<file path="config.mk">
export PLATFORM = sky130hd
export DESIGN_NAME = epfm_mux
export DESIGN_NICKNAME = d
export VERILOG_FILES = /design/src/inc/epfm_pkg.sv /design/src/logic/epfm_sync.sv /design/src/logic/epfm_strap.sv /design/src/logic/epfm_mux.sv
export SDC_FILE = /design/constraint.sdc
export NUM_CORES = 1
export LEC_CHECK = 0
export ABC_AREA = 1
export BUFFER_PORTS_ARGS = -buffer_cell sky130_fd_sc_hd__buf_2
export CAP_MARGIN = 20
export CORE_MARGIN = 10
export CORE_UTILIZATION = 35
export CTS_BUF_LIST = sky130_fd_sc_hd__clkbuf_4 sky130_fd_sc_hd__clkbuf_8
export CTS_CLUSTER_SIZE = 28
export DETAILED_ROUTE_END_ITERATION = 8
export PLACE_DENSITY = 0.65
export SLEW_MARGIN = 20
export SYNTH_ARGS = -nofsm -noshare
export SYNTH_HDL_FRONTEND = slang
export SYNTH_HIERARCHICAL = 1
export SYNTH_SLANG_ARGS = --single-unit
</file>
<file path="constraint.sdc">
create_clock -name clk_i -period 0.8 [get_ports clk_i]
set_clock_uncertainty 0.2 [all_clocks]
set_input_delay 0.12 -clock clk_i [delete_from_list [all_inputs] [get_ports clk_i]]
set_output_delay 0.12 -clock clk_i [all_outputs]
set_load 0.02 [all_outputs]
</file>
<file path="src/inc/epfm_pkg.sv">
package epfm_pkg;
  // role selection for each multiplexed pin
  typedef enum logic [1:0] {
    EPFM_ROLE_EEPROM  = 2'b00,
    EPFM_ROLE_GENERAL = 2'b01,
    EPFM_ROLE_MON_A   = 2'b10,
    EPFM_ROLE_MON_B   = 2'b11
  } epfm_role_e;

  localparam int unsigned EPFM_ROLE_W  = 2;
  localparam logic        EPFM_SEL_OFF = 1'b0;
  localparam logic        EPFM_STRAP_RST = 1'b0;
  localparam int unsigned EPFM_BUS_WIDE   = 32;
  localparam int unsigned EPFM_BUS_NARROW = 16;
  localparam logic [5:0]  EPFM_WIDTH_WIDE   = 6'h20;
  localparam logic [5:0]  EPFM_WIDTH_NARROW = 6'h10;
endpackage : epfm_pkg

</file>
<file path="src/logic/epfm_sync.sv">
module epfm_sync #(
  parameter int unsigned WIDTH = 1
) (
  input  wire logic             clk_i,
  input  wire logic             sys_rst_i,
  input  wire logic [WIDTH-1:0] async_i,
  output logic      [WIDTH-1:0] sync_o
);
  logic [WIDTH-1:0] meta_q;

  // first stage is read only by the second
  always_ff @(posedge clk_i) begin
    if (sys_rst_i) begin
      meta_q <= '0;
      sync_o <= '0;
    end else begin
      meta_q <= async_i;
      sync_o <= meta_q;
    end
  end
endmodule : epfm_sync

</file>
<file path="src/logic/epfm_strap.sv">
module epfm_strap (
  input  wire logic clk_i,
  input  wire logic sys_rst_i,
  input  wire logic level_i,
  output logic      strap_o
);
  logic [2:0] rst_dly_q;
  wire logic  capture;

  // the synchroniser is cleared in reset too, so the pin level seen at
  // release reaches level_i two edges later; take it exactly there
  assign capture = rst_dly_q[2] & ~rst_dly_q[1];

  always_ff @(posedge clk_i) begin
    rst_dly_q <= {rst_dly_q[1:0], sys_rst_i};
    if (sys_rst_i) begin
      strap_o <= epfm_pkg::EPFM_STRAP_RST;
    end else if (capture) begin
      strap_o <= level_i;
    end
  end
endmodule : epfm_strap

</file>
<file path="src/logic/epfm_mux.sv">
// Notes on behaviour
// - eeprom role: data pin bidirectional
// - data pin: general output or tx monitor
// - data pin alternate role forces select off
// - clock pin: general output or rx monitor
// - clock pin alternate role forces select off
// - general outputs are output only
// - dedicated select output from access logic
// - data pin strap latched at reset release
// - strap high 32 bit, low 16 bit
// - reversal swaps transmit and receive pairs
// - auto crossover enabled only when input high; manual reversal swaps regardless
module epfm_mux (
  input  wire logic       clk_i,
  input  wire logic       sys_rst_i,
  input  wire logic [1:0] data_role_i,
  input  wire logic [1:0] clk_role_i,
  input  wire logic       general_output_3_i,
  input  wire logic       general_output_4_i,
  input  wire logic       mii_tx_en_i,
  input  wire logic       mii_tx_clk_i,
  input  wire logic       mii_rx_dv_i,
  input  wire logic       mii_rx_clk_i,
  input  wire logic       ee_data_out_i,
  input  wire logic       ee_data_oe_i,
  input  wire logic       ee_clock_i,
  input  wire logic       ee_select_i,
  output logic            ee_data_in_o,
  input  wire logic       eeprom_data_io_i,
  output logic            eeprom_data_io_o,
  output logic            eeprom_data_io_oe_o,
  output logic            eeprom_serial_clock_o,
  output logic            eeprom_select_o,
  input  wire logic       crossover_auto_enable_i,
  input  wire logic       reverse_detected_i,
  input  wire logic       reverse_manual_i,
  output logic            pairs_swapped_o,
  output logic            pair_a_transmit_o,
  output logic            pair_b_transmit_o,
  output logic            bus_width_strap_o,
  output logic [5:0]      bus_width_o
);
  logic [1:0] data_role_q;
  logic [1:0] clk_role_q;
  logic       data_out_q;
  logic       data_oe_q;
  logic       clk_out_q;
  logic       select_q;
  logic       swap_q;

  wire logic [4:0] pin_sync;
  wire logic       data_pin_s;
  wire logic       auto_s;
  wire logic       det_s;
  wire logic       txclk_s;
  wire logic       rxclk_s;

  epfm_sync #(.WIDTH(5)) u_sync (
    .clk_i     (clk_i),
    .sys_rst_i (sys_rst_i),
    .async_i   ({eeprom_data_io_i, crossover_auto_enable_i,
                 reverse_detected_i, mii_tx_clk_i, mii_rx_clk_i}),
    .sync_o    (pin_sync)
  );
  assign data_pin_s = pin_sync[4];
  assign auto_s     = pin_sync[3];
  assign det_s      = pin_sync[2];
  assign txclk_s    = pin_sync[1];
  assign rxclk_s    = pin_sync[0];

  epfm_strap u_strap (
    .clk_i     (clk_i),
    .sys_rst_i (sys_rst_i),
    .level_i   (data_pin_s),
    .strap_o   (bus_width_strap_o)
  );

  function automatic logic pick(input logic [1:0] role, input logic ee,
                                input logic gp, input logic ma,
                                input logic mb);
    case (role)
      epfm_pkg::EPFM_ROLE_EEPROM:  pick = ee;
      epfm_pkg::EPFM_ROLE_GENERAL: pick = gp;
      epfm_pkg::EPFM_ROLE_MON_A:   pick = ma;
      epfm_pkg::EPFM_ROLE_MON_B:   pick = mb;
      default:                     pick = ee;
    endcase
  endfunction : pick

  wire logic data_ee  = (data_role_q == epfm_pkg::EPFM_ROLE_EEPROM);
  wire logic clk_ee   = (clk_role_q == epfm_pkg::EPFM_ROLE_EEPROM);
  // either pin in an alternate role blocks any stray access
  wire logic sel_d    = (data_ee && clk_ee) ? ee_select_i
                        : epfm_pkg::EPFM_SEL_OFF;
  wire logic dout_d   = pick(data_role_q, ee_data_out_i, general_output_3_i,
                             mii_tx_en_i, txclk_s);
  wire logic doe_d    = data_ee ? ee_data_oe_i : 1'b1;
  wire logic cout_d   = pick(clk_role_q, ee_clock_i, general_output_4_i,
                             mii_rx_dv_i, rxclk_s);
  wire logic swap_d   = reverse_manual_i | (auto_s & det_s);

  // role registers give a clean switch point; monitored clocks are
  // resampled, so a monitor clock reads at most half the system rate
  always_ff @(posedge clk_i) begin
    if (sys_rst_i) begin
      data_role_q <= epfm_pkg::EPFM_ROLE_EEPROM;
      clk_role_q  <= epfm_pkg::EPFM_ROLE_EEPROM;
      data_out_q  <= 1'b0;
      data_oe_q   <= 1'b0;
      clk_out_q   <= 1'b0;
      select_q    <= epfm_pkg::EPFM_SEL_OFF;
      swap_q      <= 1'b0;
    end else begin
      data_role_q <= data_role_i;
      clk_role_q  <= clk_role_i;
      data_out_q  <= dout_d;
      data_oe_q   <= doe_d;
      clk_out_q   <= cout_d;
      select_q    <= sel_d;
      swap_q      <= swap_d;
    end
  end

  assign eeprom_data_io_o      = data_out_q;
  assign eeprom_data_io_oe_o   = data_oe_q;
  assign eeprom_serial_clock_o = clk_out_q;
  assign eeprom_select_o       = select_q;
  assign ee_data_in_o          = data_pin_s;
  assign pairs_swapped_o       = swap_q;
  assign pair_a_transmit_o     = ~swap_q;
  assign pair_b_transmit_o     = swap_q;
  assign bus_width_o = bus_width_strap_o ? epfm_pkg::EPFM_WIDTH_WIDE
                       : epfm_pkg::EPFM_WIDTH_NARROW;

  // checks share the registered role views
  wire logic data_alt = !data_ee;
  wire logic clk_alt  = !clk_ee;
endmodule : epfm_mux

</file>
; Word level (Yosys, flattened, before mapping)
; Index checks and enable logic that the tools add are counted.
; Widths: inputs -> output; s select.
[classes]
bitwise = 6
mux = 4
eq_ne = 6
reduce_logical = 4
[ops]
columns = operator, count
row1 = $eq 2x2->1 const B, 4
row2 = $pmux 1 s4, 2
row3 = $mux 6, 1
row4 = $eq 2x1->1 const B, 2
row5 = $logic_not 2->1, 2
row6 = $not 1->1, 3
row7 = $and 1x1->1, 2
row8 = $reduce_or 2->1, 1
row9 = $logic_and 1x1->1, 1
row10 = $mux 1, 1
row11 = $or 1x1->1, 1
[word_totals]
inputBits = 20
register_bits = 23
word_cells = 31
out_inout_bits = 15

; Longest topological paths before layout
; Gate-level depths: netlist (run 1).
[depth]
depth_word = 4
ltp_mapped = 4
ltp_nobuf = 4

; By module
; The synthesis (run 1) kept the hierarchy.
[by_module_without_submodules]
columns = mod, cells_each, seq_area_each_um2, area_each_um2, n_inst
row1 = epfm_mux, 54, 180.2, 401.6, 1
row2 = epfm_sync, 31, 200.2, 286.5, 1
row3 = epfm_strap, 11, 80.1, 113.9, 1

; Least setup slack after synthesis (run 1)
; Ideal clock, no wire load.
[synth_path]
kind = reg-to-output
from = register u_strap.strap_o
to = output port bus_width_o[5]
required_ns = 0.480
path_stages_with_launch = 2
path_slack_ns = -0.158
path_buffers = 1
arrival_ns = 0.638
path_cell_list = dfxtp_1 buf_4
[synth_via]
elab_chain_cells = 1
[synth_lines]
columns = element, line_no
row1 = from (decl), epfm_strap.sv:5  ; output logic strap_o
row2 = from (signal assigned), epfm_strap.sv:17  ; strap_o <= epfm_pkg::EPFM_STRAP_RST;
row3 = from (signal assigned), epfm_strap.sv:19  ; strap_o <= level_i;
row4 = $mux 6, epfm_mux.sv:132  ; assign bus_width_o = bus_width_strap_o ? epfm_pkg::EPFM_WIDTH_WIDE
row5 = to (decl), epfm_mux.sv:41  ; output logic [5:0] bus_width_o
; Every way passes these cells.

; Worst setup path after layout (run 1)
[layout_path]
from = register swap_q, in the netlist pair_b_transmit_o
to = output port pair_a_transmit_o
[layout_via]
elab_chain_cells = 1
[layout_lines]
columns = element, line_no
row1 = from (decl), epfm_mux.sv:49  ; logic swap_q;
row2 = from (signal assigned), epfm_mux.sv:120  ; swap_q <= swap_d;
row3 = $not 1->1, epfm_mux.sv:130  ; assign pair_a_transmit_o = ~swap_q;
row4 = to (decl), epfm_mux.sv:38  ; output logic pair_a_transmit_o,
; Every way passes these cells.

==> results by group, run 1 <==
Synthesis
  – Mapped Area: 802 sq um
  – Seq cells post-synth: 23
  – Syn Inst Count: 96
  – Post-synthesis sequential area ratio: 0.574
  – Synth top area share: 0.574
  – Avg Cell Area, Syn: 8.35 sq um
  – Largest cells by area after synthesis: dfxtp_1, inv_1, nor2_1
  – Post-synth top area cell: dfxtp_1
  – Ys Warns: 6
  – Synth unique cells: 13

Timing
  – Max-slew violations: 0
  – Fin. Hold Viols: 15
  – Worst hold slack: -0.197 ns
  – # setup viols final: 16
  – Tcrit/Tclk final: 1.43
  – Fmax achieved: 874 MHz
  – Fin crit period: 1.14 ns
  – Setup ws final: -0.344 ns
  – RSZ-0062 raised after global routing: true

Placement
  – Port buffer count: 30
  – RePlAce Congestion: 0.825
  – Dpl hpwl: 1.25 mm
  – DP Area: 980 sq um

Job
  – Max-cap viol count: 0

Pwr
  – VDD IR-drop max: 1.12 mV
  – P_leak: 0.000576 uW
  – PwrDens: 1840 nW/um^2

Worst setup path
  – Worst Path Max Fanout: 3
  – Critical-path cell list: inv_2 > buf_6
  – WS Path Type: register to primary output
  – Crit path required time: 0.48 ns
  – Slowest cell on crit path: dfxtp_4
  – CP Launch Type: register
  – Crit path largest cell delay: 0.37 ns
  – Reg2Reg Capture Point: eeprom_serial_clock_o
  – Worst r2r src: clk_role_q[0]
  – Reg2reg setup slack: -0.14 ns
  – Crit path DAT: 0.82 ns
  – CP endpoint kind: primary output
  – R2R depth: 4

Routing
  – Iteration-0 DRC count of the detailed router: 11
  – DR WL/cell: 10.3 um
  – DRC: 0
  – Final antenna-violating net count: 0
  – Detailed Route WL: 1.64 mm
  – Initial DRT Pass Iterations: 2
  – Routed vias/inst: 4.02
  – Vias: 635

Global routing
  – Largest net degree at the start of global routing: 14
  – Global-route wire length before repair: 2.53 mm
  – Grt ovf: 0
  – Number of global-route vias before repair: 607
  – Total Routing Usage GR: 0.0724
  – Antenna violations before repair: 0

Min path
  – Hold crit path type: input pin to register
  – Hold Path Stages: 3
  – Hold Path End: clk_role_q[0]
  – Min-delay src: clk_role_i[0]

Cells and area
  – Commonest non-fill, non-tap cells in the layout: inv_1, buf_2, nor2_1
  – ANT cells: 0
  – Fin nets: 151
  – Design area: 1120 sq um
  – Layout area overhead: 39.6%
  – Final Util: 0.511
  – Leading cell type in the layout, fill and taps excluded: inv_1
  – Fraction of layout cells with a size suffix above 1: 0.515
  – Fillers: 224

Floorplanning
  – Row count: 17
  – Die footprint: 4610 sq um
  – Initial Util: 0.366
  – I/O Pins: 35
  – Die Wd: 67.9 um
  – Core box area: 2190 sq um
  – Die Y: 67.9 um

Clocking
  – Clock latency on the worst-skew pair: 0.30 ns
  – Max Buffers Root-to-Sink: 2
  – CTS tree: done
  – H-tree lvl count: 1
  – Total CTS buffers: 3
  – Clock root cell: clkbuf_4
  – Clock tree sinks: 23
  – Worst-path clk slew: 0.12 ns

Status
  – Status: finished, violations left
  – Failing checks: hold timing, setup timing
==> area by class of cell <==
class	count	area (sq um)	area share
clock inverters	1	5.00	0.00447
repair buffers	35	245	0.219
flip-flops and latches	23	488	0.436
well taps	28	35.0	0.0313
clock buffers	3	22.5	0.0201
inverters	25	93.8	0.0838
multi-input cells	43	230	0.206
==> worst max-delay path by stage <==
stage	endpoint	from	cells past startpoint
2_1_floorplan	eeprom_data_io_o	data_role_q[0]	2
3_3_place_gp	eeprom_data_io_o	sys_rst_i	4
3_5_place_dp	eeprom_data_io_o	sys_rst_i	4
4_1_cts	bus_width_o[4]	u_strap/strap_o	2
5_1_grt	pair_a_transmit_o	pair_b_transmit_o	2
6_report	pair_a_transmit_o	pair_b_transmit_o	2
==> state kept, by name, summed over array words and instances, names as in the netlist <==
signal,cells
u_strap/rst_dly_q,3
eeprom_data_io_oe_o,1
clk_role_q,2
eeprom_select_o,1
u_strap/strap_o,1
eeprom_serial_clock_o,1
data_role_q,2
pair_b_transmit_o,1
u_sync/meta_q,5
u_sync/sync_o,5
eeprom_data_io_o,1
==> synth_stat cells <==
cell and count:
nor2_2 1, nand3b_1 1, nand2_1 6, inv_1 25, a21oi_1 5, buf_6 2
nand3_2 1, conb_1 1, nand3_1 5, dfxtp_1 23, o21ai_2 1, nor2_1 19
buf_4 6
==> metrics by stage <==
| step | power [uW] | setup WS, ns | cells | hold WS, ns | setup TNS (ns) |
|---|---|---|---|---|---|
| 2_1_floorplan | 1440 | -0.0497 | 99 | -0.0523 | -0.208 |
| 3_3_place_gp | 1510 | -0.0869 | 153 | 0.113 | -0.960 |
| 3_5_place_dp | 1520 | -0.106 | 153 | 0.119 | -1.16 |
| 4_1_cts | 2070 | -0.359 | 158 | -0.198 | -4.13 |
| 5_1_grt | 2190 | -0.395 | 158 | -0.213 | -4.75 |
| 6_report | 2060 | -0.344 | 158 | -0.197 | -4.00 |
==> worst max-delay path: cells and delay by family (launching register included) <==
kind,cells,cell delay (ns)
buf+inv,2,0.16
flops,1,0.37
==> kinds of logic (layout without fill, tap and decap cells) <==
kind of cell           after synthesis  after routing  share of synthesized area
AND/OR/NAND/NOR                     33             33                      0.178
AO/OA/AOI/OAI                        6              6                     0.0421
buffers and inverters               33             64                      0.201
flip-flops                          23             23                      0.574
other                                1              4                    0.00468
==> power by group <==
part           total [uW]  internal, uW  switching, uW
Sequential           1240          1200           35.7
Clock                 508           186            322
Combinational         310           149            161
==> per-layer routing <==
layer  global-route usage  vias up  share of wire
met5                    0        -              0
li1                     -      334              -
met1               0.0697      279           0.35
met2                0.129       20           0.53
met3               0.0212        2           0.10
met4               0.0528        0          0.017
==> repair_timing <==
| action | 4_1_cts | 5_1_grt |
|---|---|---|
| pin swaps | 2 | 3 |
| gates resized for setup | 31 | 6 |
| hold endpoints to repair | 15 | 15 |
| setup endpoints to repair | 17 | 17 |
| setup buffers | 1 | 0 |
Note: power is estimated with default switching activity, not from simulation.
==> inputs of run 2 (changes only) <==
--- a/config.mk
+++ b/config.mk
@@ -13,9 +13,8 @@
 export CTS_BUF_LIST = sky130_fd_sc_hd__clkbuf_4 sky130_fd_sc_hd__clkbuf_8
 export CTS_CLUSTER_SIZE = 28
 export DETAILED_ROUTE_END_ITERATION = 8
-export PLACE_DENSITY = 0.65
+export PLACE_DENSITY = 0.66
 export SLEW_MARGIN = 20
 export SYNTH_ARGS = -nofsm -noshare
 export SYNTH_HDL_FRONTEND = slang
-export SYNTH_HIERARCHICAL = 1
 export SYNTH_SLANG_ARGS = --single-unit
==> run 2 against run 1 <==
Effect of this change: the flow still finishes with violations (hold timing, setup timing); final area down 3.1%; largest power group unchanged; critical path type unchanged; setup slack about the same; clock-buffer cell count up 1; synthesized cell count down 3.1%; global-route usage down 0.59 points; area after synthesis down 2.0%; wire length down 8.3%; sequential share of layout area up 1.1 points.
==> results by group, run 2 <==
Global routing
  – Global-route wire length before repair: 2.36 mm (-6.6%)
  – Largest net degree at the start of global routing: 13 (-1)
  – Antenna violations before repair: 0 (unchanged)
  – Grt ovf: 0 (unchanged)
  – Number of global-route vias before repair: 580 (-4.4%)
  – Total Routing Usage GR: 0.0665 (-0.00591)

Routing
  – Detailed Route WL: 1.50 mm (-8.3%)
  – Final antenna-violating net count: 0 (unchanged)
  – DR WL/cell: 9.74 um (-5.9%)
  – Initial DRT Pass Iterations: 2 (unchanged)
  – Vias: 599 (-5.7%)
  – DRC: 0 (unchanged)
  – Routed vias/inst: 3.89 (-3.2%)
  – Iteration-0 DRC count of the detailed router: 4 (-7)

Cells and area
  – Fraction of layout cells with a size suffix above 1: 0.524 (+0.00842)
  – Final cell count without fillers: 154 (-2.5%)
  – ANT cells: 0 (unchanged)
  – Largest regs: u_sync.meta_q x5, u_sync.sync_o x5, u_strap.rst_dly_q x3
  – Fin nets: 147 (-2.6%)
  – Commonest non-fill, non-tap cells in the layout: buf_2, inv_1, nor2_1
  – Leading cell type in the layout, fill and taps excluded: buf_2
  – Layout area overhead: 38.1%

Synthesis
  – Post-synthesis sequential area ratio: 0.586 (+0.0119)
  – Top post-synthesis cells by count: dfxtp_1, inv_1, nor2_1
  – Synth Flop Type: dfxtp_1
  – Avg Cell Area, Syn: 8.45 sq um (+1.1%)
  – Post-synth top area cell: dfxtp_1
  – Ys Warns: 0 (-6)
  – Largest cells by area after synthesis: dfxtp_1, inv_1, nor2_1
  – Async SR Flop Fraction: 0 (unchanged)
  – Synth top area share: 0.586 (+0.0119)
  – Mapped Area: 786 sq um (-2.0%)
  – Cell with the most instances after synthesis: dfxtp_1
  – Number of synthesized flops with an enable pin: 0 (unchanged)
  – Seq cells post-synth: 23 (unchanged)
  – Synth unique cells: 14 (+1)
  – Syn Inst Count: 93 (-3.1%)

Clocking
  – Total setup buffers inserted after CTS: 0 (-1)
  – Clock latency on the worst-skew pair: 0.29 ns (about the same)
  – Max Buffers Root-to-Sink: 2 (unchanged)
  – CTS tree: done
  – H-tree lvl count: 1 (unchanged)
  – Clock tree sinks: 23 (unchanged)
  – Worst-path clk slew: 0.11 ns (about the same)
  – Clock root cell: clkbuf_4
  – Total CTS buffers: 3 (unchanged)

Placement
  – DP Cell Count: 150 (-2.0%)
  – Port buffer count: 30 (unchanged)
  – Worst slack at placement: -0.105 ns (+0.000983 ns)
  – RePlAce Congestion: 0.681 (-17%)
  – Dpl hpwl: 1.22 mm (-2.5%)

Timing
  – Max-slew violations: 0 (unchanged)
  – Fin. Hold Viols: 17 (+2)
  – Worst hold slack: -0.187 ns (+0.0105 ns)
  – Fin crit period: 1.14 ns (+0.000183 ns)
  – # setup viols final: 17 (+1)
  – Fmax achieved: 874 MHz (about the same)
  – Setup ws final: -0.344 ns (-0.000183 ns)
  – Tcrit/Tclk final: 1.43 (about the same)
  – Setup TNS: -3.78 ns (+0.216 ns)
  – RSZ-0062 raised after global routing: true

Floorplanning
  – Die Wd: 67.4 um (-0.72%)
  – Row count: 17 (unchanged)
  – Die footprint: 4540 sq um (-1.4%)
  – Core box area: 2170 sq um (-0.97%)
  – I/O Pins: 35 (unchanged)
  – Initial Util: 0.362 (-0.00391)
  – Die Y: 67.4 um (-0.72%)

Worst setup path
  – Slowest cell on crit path: dfxtp_4
  – Crit path largest cell delay: 0.36 ns (about the same)
  – CP endpoint kind: primary output
  – CP Buf/Inv Count: 2 (unchanged)
  – Worst Path Max Fanout: 3 (unchanged)
  – WS Path Type: register to primary output
  – Critical-path cell list: inv_2 > buf_6
  – CP Launch Type: register
  – Crit path required time: 0.48 ns (about the same)
  – Crit path DAT: 0.82 ns (about the same)
  – Critical path's top delay family: flip-flops

Pwr
  – P_leak: 0.000555 uW (-3.6%)
  – Sequential Power Share: 0.602 (about the same)
  – Combinational power share: 0.144 (-0.007)
  – Switching part of the total: 0.236 (-0.0163)
  – Clock power share: 0.254 (+0.007)
  – VDD IR-drop max: 1.05 mV (-6.7%)
  – Net switching power: 488 uW (-6.1%)
  – Power, Total: 2070 uW (+0.41%)
  – PwrDens: 1900 nW/um^2 (+3.6%)
  – Int Power: 1580 uW (+2.6%)

Job
  – Max-cap viol count: 0 (unchanged)

Status
  – Status: finished, violations left
  – Failing checks: hold timing, setup timing

Min path
  – Hold crit path type: input pin to register
==> run 2: cell types whose count changed after synthesis <==
cell     previous run  this run
nand3_2             1         0
nor2_1             19        18
inv_2               0         1
o21ai_1             0         1
inv_1              25        22
==> run 2: worst paths after layout <==
kind	start	endpoint	slack, ns	cells after the start
max	u_strap.strap_o	bus_width_o[4]	-0.34	2
min reg2reg	u_strap.rst_dly_q[0]	u_strap.rst_dly_q[1]	0.13	0
max reg2reg	clk_role_q[0]	eeprom_serial_clock_o	-0.12	4
min	clk_role_i[0]	clk_role_q[0]	-0.19	3
==> run 2: kinds of logic (layout without fill, tap and decap cells) <==
kind of cell	after synthesis	in the layout	share of synthesized area
flip-flops	23	23	0.586
AND/OR/NAND/NOR	31	31	0.164
buffers and inverters	31	61	0.196
other	1	4	0.00477
AO/OA/AOI/OAI	7	7	0.0494
==> run 2: layer usage <==
| layer | wire length [um] | global-route usage |
|---|---|---|
| met5 | 0 | 0 |
| met4 | 0 | 0.0308 |
| met3 | 160 | 0.0397 |
| met2 | 787 | 0.114 |
| met1 | 552 | 0.0627 |
==> run 2: cell type report <==
type | instances | area, sq um
tap | 28 | 35.0
sequential | 23 | 484
multi-input combinational | 42 | 215
timing repair buffer | 34 | 234
fill | 228 | 1080
clock buffer | 4 | 30.0
inverter | 23 | 86.3
==> run 2: worst min-delay path, delay by kind of cell <==
kind | cells | cell delay [ns]
buffers and inverters | 2 | 0.14
and+or+nand+nor | 1 | 0.03
==> run 2: through the flow <==
| stage | hold slack [ns] | cell area, sq um | util |
|---|---|---|---|
| 5_1_grt | -0.208 | 1080 | 0.500 |
| 6_report | -0.187 | 1080 | 0.500 |
| 3_3_place_gp | 0.112 | 961 | 0.443 |
| 2_1_floorplan | -0.0523 | 821 | - |
| 4_1_cts | -0.203 | 1070 | 0.493 |
| 3_5_place_dp | 0.112 | 961 | 0.443 |
==> run 2: repair_timing <==
| action | CTS | global route |
|---|---|---|
| hold endpoints to repair | 16 | 17 |
| setup endpoints to repair | 16 | 17 |
| resized for setup | 28 | 8 |
| pin swaps | 1 | 1 |
==> run 2: power groups by stage <==
stage,sequential (uW),combinational [uW],clock [uW]
global placement,1250,249,0
detailed placement,1260,255,0
finish,1240,298,525
global route,1250,328,609
floorplan,1280,155,0
CTS,1240,294,558
==> inputs of run 3 (changes only) <==
--- a/config.mk
+++ b/config.mk
@@ -13,7 +13,7 @@
 export CTS_BUF_LIST = sky130_fd_sc_hd__clkbuf_4 sky130_fd_sc_hd__clkbuf_8
 export CTS_CLUSTER_SIZE = 28
 export DETAILED_ROUTE_END_ITERATION = 8
-export PLACE_DENSITY = 0.66
+export PLACE_DENSITY = 0.63
 export SLEW_MARGIN = 20
 export SYNTH_ARGS = -nofsm -noshare
 export SYNTH_HDL_FRONTEND = slang
==> constraint.sdc (replaced) <==
create_clock -name clk_i -period 1.25 [get_ports clk_i]
set_clock_uncertainty 0.2 [all_clocks]
set_input_delay 0.1875 -clock clk_i [delete_from_list [all_inputs] [get_ports clk_i]]
set_output_delay 0.1875 -clock clk_i [all_outputs]
set_load 0.02 [all_outputs]
==> run 3 against run 2 <==
Effect of this change: the run now ends clean; final area is 4.6% higher; critical path depth unchanged; global-route usage rose by 0.43 points; sequential power is 37% lower; largest cell class unchanged.
==> results by group, run 3 (synthesized netlist as in run 2, its figures left out) <==
Routing
  – DRC: 0 (unchanged)
  – DR WL/cell: 9.10 um (-6.6%)
  – Routed vias/inst: 3.85 (-1.1%)
  – Vias: 646 (+7.8%)
  – Detailed Route WL: 1.53 mm (+1.9%)
  – Routed length on met1: 615 um (+11%)
  – Final antenna-violating net count: 0 (unchanged)
  – Met3 routed WL: 125 um (-22%)
  – Initial DRT Pass Iterations: 4 (+2)
  – Uppermost layer routed: met3
  – Metal2 WL: 788 um (+0.13%)
  – Iteration-0 DRC count of the detailed router: 8 (+4)

Timing
  – Setup TNS: 0 ns (+3.78 ns)
  – RSZ-0062 raised after global routing: true
  – Worst hold slack: 0.0312 ns (+0.218 ns)
  – # setup viols final: 0 (-17)
  – Tcrit/Tclk final: 0.969
  – Fin. Hold Viols: 0 (-17)
  – Max-slew violations: 0 (unchanged)
  – Fin crit period: 1.21 ns
  – Fmax achieved: 825 MHz

Floorplanning
  – Die Wd: 67.4 um (unchanged)
  – Die footprint: 4540 sq um (unchanged)
  – Row count: 17 (unchanged)
  – Core box area: 2170 sq um (unchanged)
  – Initial Util: 0.362 (unchanged)
  – I/O Pins: 35 (unchanged)
  – Die Y: 67.4 um (unchanged)

Placement
  – RePlAce Congestion: 0.763 (+12%)
  – Dpl hpwl: 1.19 mm (-2.2%)
  – Port buffer count: 30 (unchanged)

Global routing
  – Largest net degree at the start of global routing: 14 (+1)
  – Global-route wire length before repair: 2.48 mm (+5.0%)
  – Antenna violations before repair: 0 (unchanged)
  – Total Routing Usage GR: 0.0708 (+0.00429)
  – Number of global-route vias before repair: 625 (+7.8%)
  – Grt ovf: 0 (unchanged)

Worst setup path
  – Critical-path cell list: inv_2 > buf_6
  – CP endpoint kind: primary output
  – Worst Path Max Fanout: 3 (unchanged)
  – Crit path largest cell delay: 0.36 ns (about the same)
  – Crit path DAT: 0.82 ns (about the same)
  – WS Path Type: register to primary output
  – R2R depth: 3 (-1)
  – CP Launch Type: register
  – Slowest cell on crit path: dfxtp_2
  – Crit path required time: 0.86 ns (+0.38 ns)

Clocking
  – Clock root cell: clkbuf_4
  – Clock tree sinks: 23 (unchanged)
  – Max Buffers Root-to-Sink: 2 (unchanged)
  – Clock latency on the worst-skew pair: 0.29 ns (about the same)
  – H-tree lvl count: 1 (unchanged)
  – Worst-path clk slew: 0.12 ns (about the same)
  – CTS tree: done
  – Total CTS buffers: 3 (unchanged)

Min path
  – Hold crit path type: input pin to register
  – Hold Path Stages: 5 (+2)

Cells and area
  – Largest regs: u_sync.meta_q x5, u_sync.sync_o x5, u_strap.rst_dly_q x3
  – Fin nets: 161 (+9.5%)
  – Commonest non-fill, non-tap cells in the layout: buf_2, inv_1, dfxtp_1
  – Layout area overhead: 44.4%
  – ANT cells: 0 (unchanged)
  – Fraction of layout cells with a size suffix above 1: 0.300 (-0.224)
  – Leading cell type in the layout, fill and taps excluded: buf_2

Status
  – Status: finished clean

Job
  – Max-cap viol count: 0 (unchanged)

Pwr
  – PwrDens: 1150 nW/um^2 (-40%)
  – P_leak: 0.000598 uW (+7.7%)
  – VDD IR-drop max: 0.642 mV (-39%)
-- run 3: repair_timing --
| action | CTS | global route |
|---|---|---|
| gates cloned | 0 | 0 |
| resized for setup | 3 | 5 |
| endpoints found under the setup margin | 1 | 5 |
| endpoints found under the hold margin | 15 | 0 |
| buffers inserted | 0 | 1 |
| hold buffers | 16 | 0 |
-- run 3: worst paths after layout --
| check | start | slack, ns | end |
|---|---|---|---|
| setup reg to reg | data_role_q[0] | 0.28 | eeprom_select_o |
| setup / recovery | u_strap.strap_o | 0.04 | bus_width_o[4] |
| hold reg to reg | u_strap.rst_dly_q[0] | 0.14 | u_strap.rst_dly_q[1] |
| hold / removal | mii_rx_dv_i | 0.03 | eeprom_serial_clock_o |
-- run 3: layout make-up --
cell class	count	area, sq um
clock inverter	1	5.00
inverter	23	86.3
clock buffer	3	22.5
timing repair buffer	48	340
multi-input combinational	42	183
sequential	23	463
tap	28	35.0
fill	205	1030
-- run 3: worst max-delay path: cells and delay by family, from the launching register on --
family | cells | cell delay, ns
buffers and inverters | 2 | 0.16
DFF | 1 | 0.36
-- run 3: power breakdown --
group	switching (uW)	total [uW]	internal, uW
registers	14.1	787	773
clock network	201	321	119
logic	101	200	99.3
total	316	1310	992
-- run 3: layer usage --
| metal | GRT usage | vias to the layer above |
|---|---|---|
| met1 | 0.0730 | 278 |
| met5 | 0 | - |
| met4 | 0.0308 | 0 |
| li1 | - | 351 |
| met3 | 0.0380 | 0 |
| met2 | 0.117 | 17 |
-- run 3: stage by stage --
step	worst slack [ns]	power (uW)	util	area, sq um	cells
after CTS	0.000230	1320	0.515	1120	167
after global routing	-0.0152	1380	0.523	1130	168
after floorplan	0.246	915	-	797	96
after global placement	0.285	955	0.425	922	147
after detailed placement	0.257	958	0.425	922	147
final	0.0385	1310	0.523	1130	168
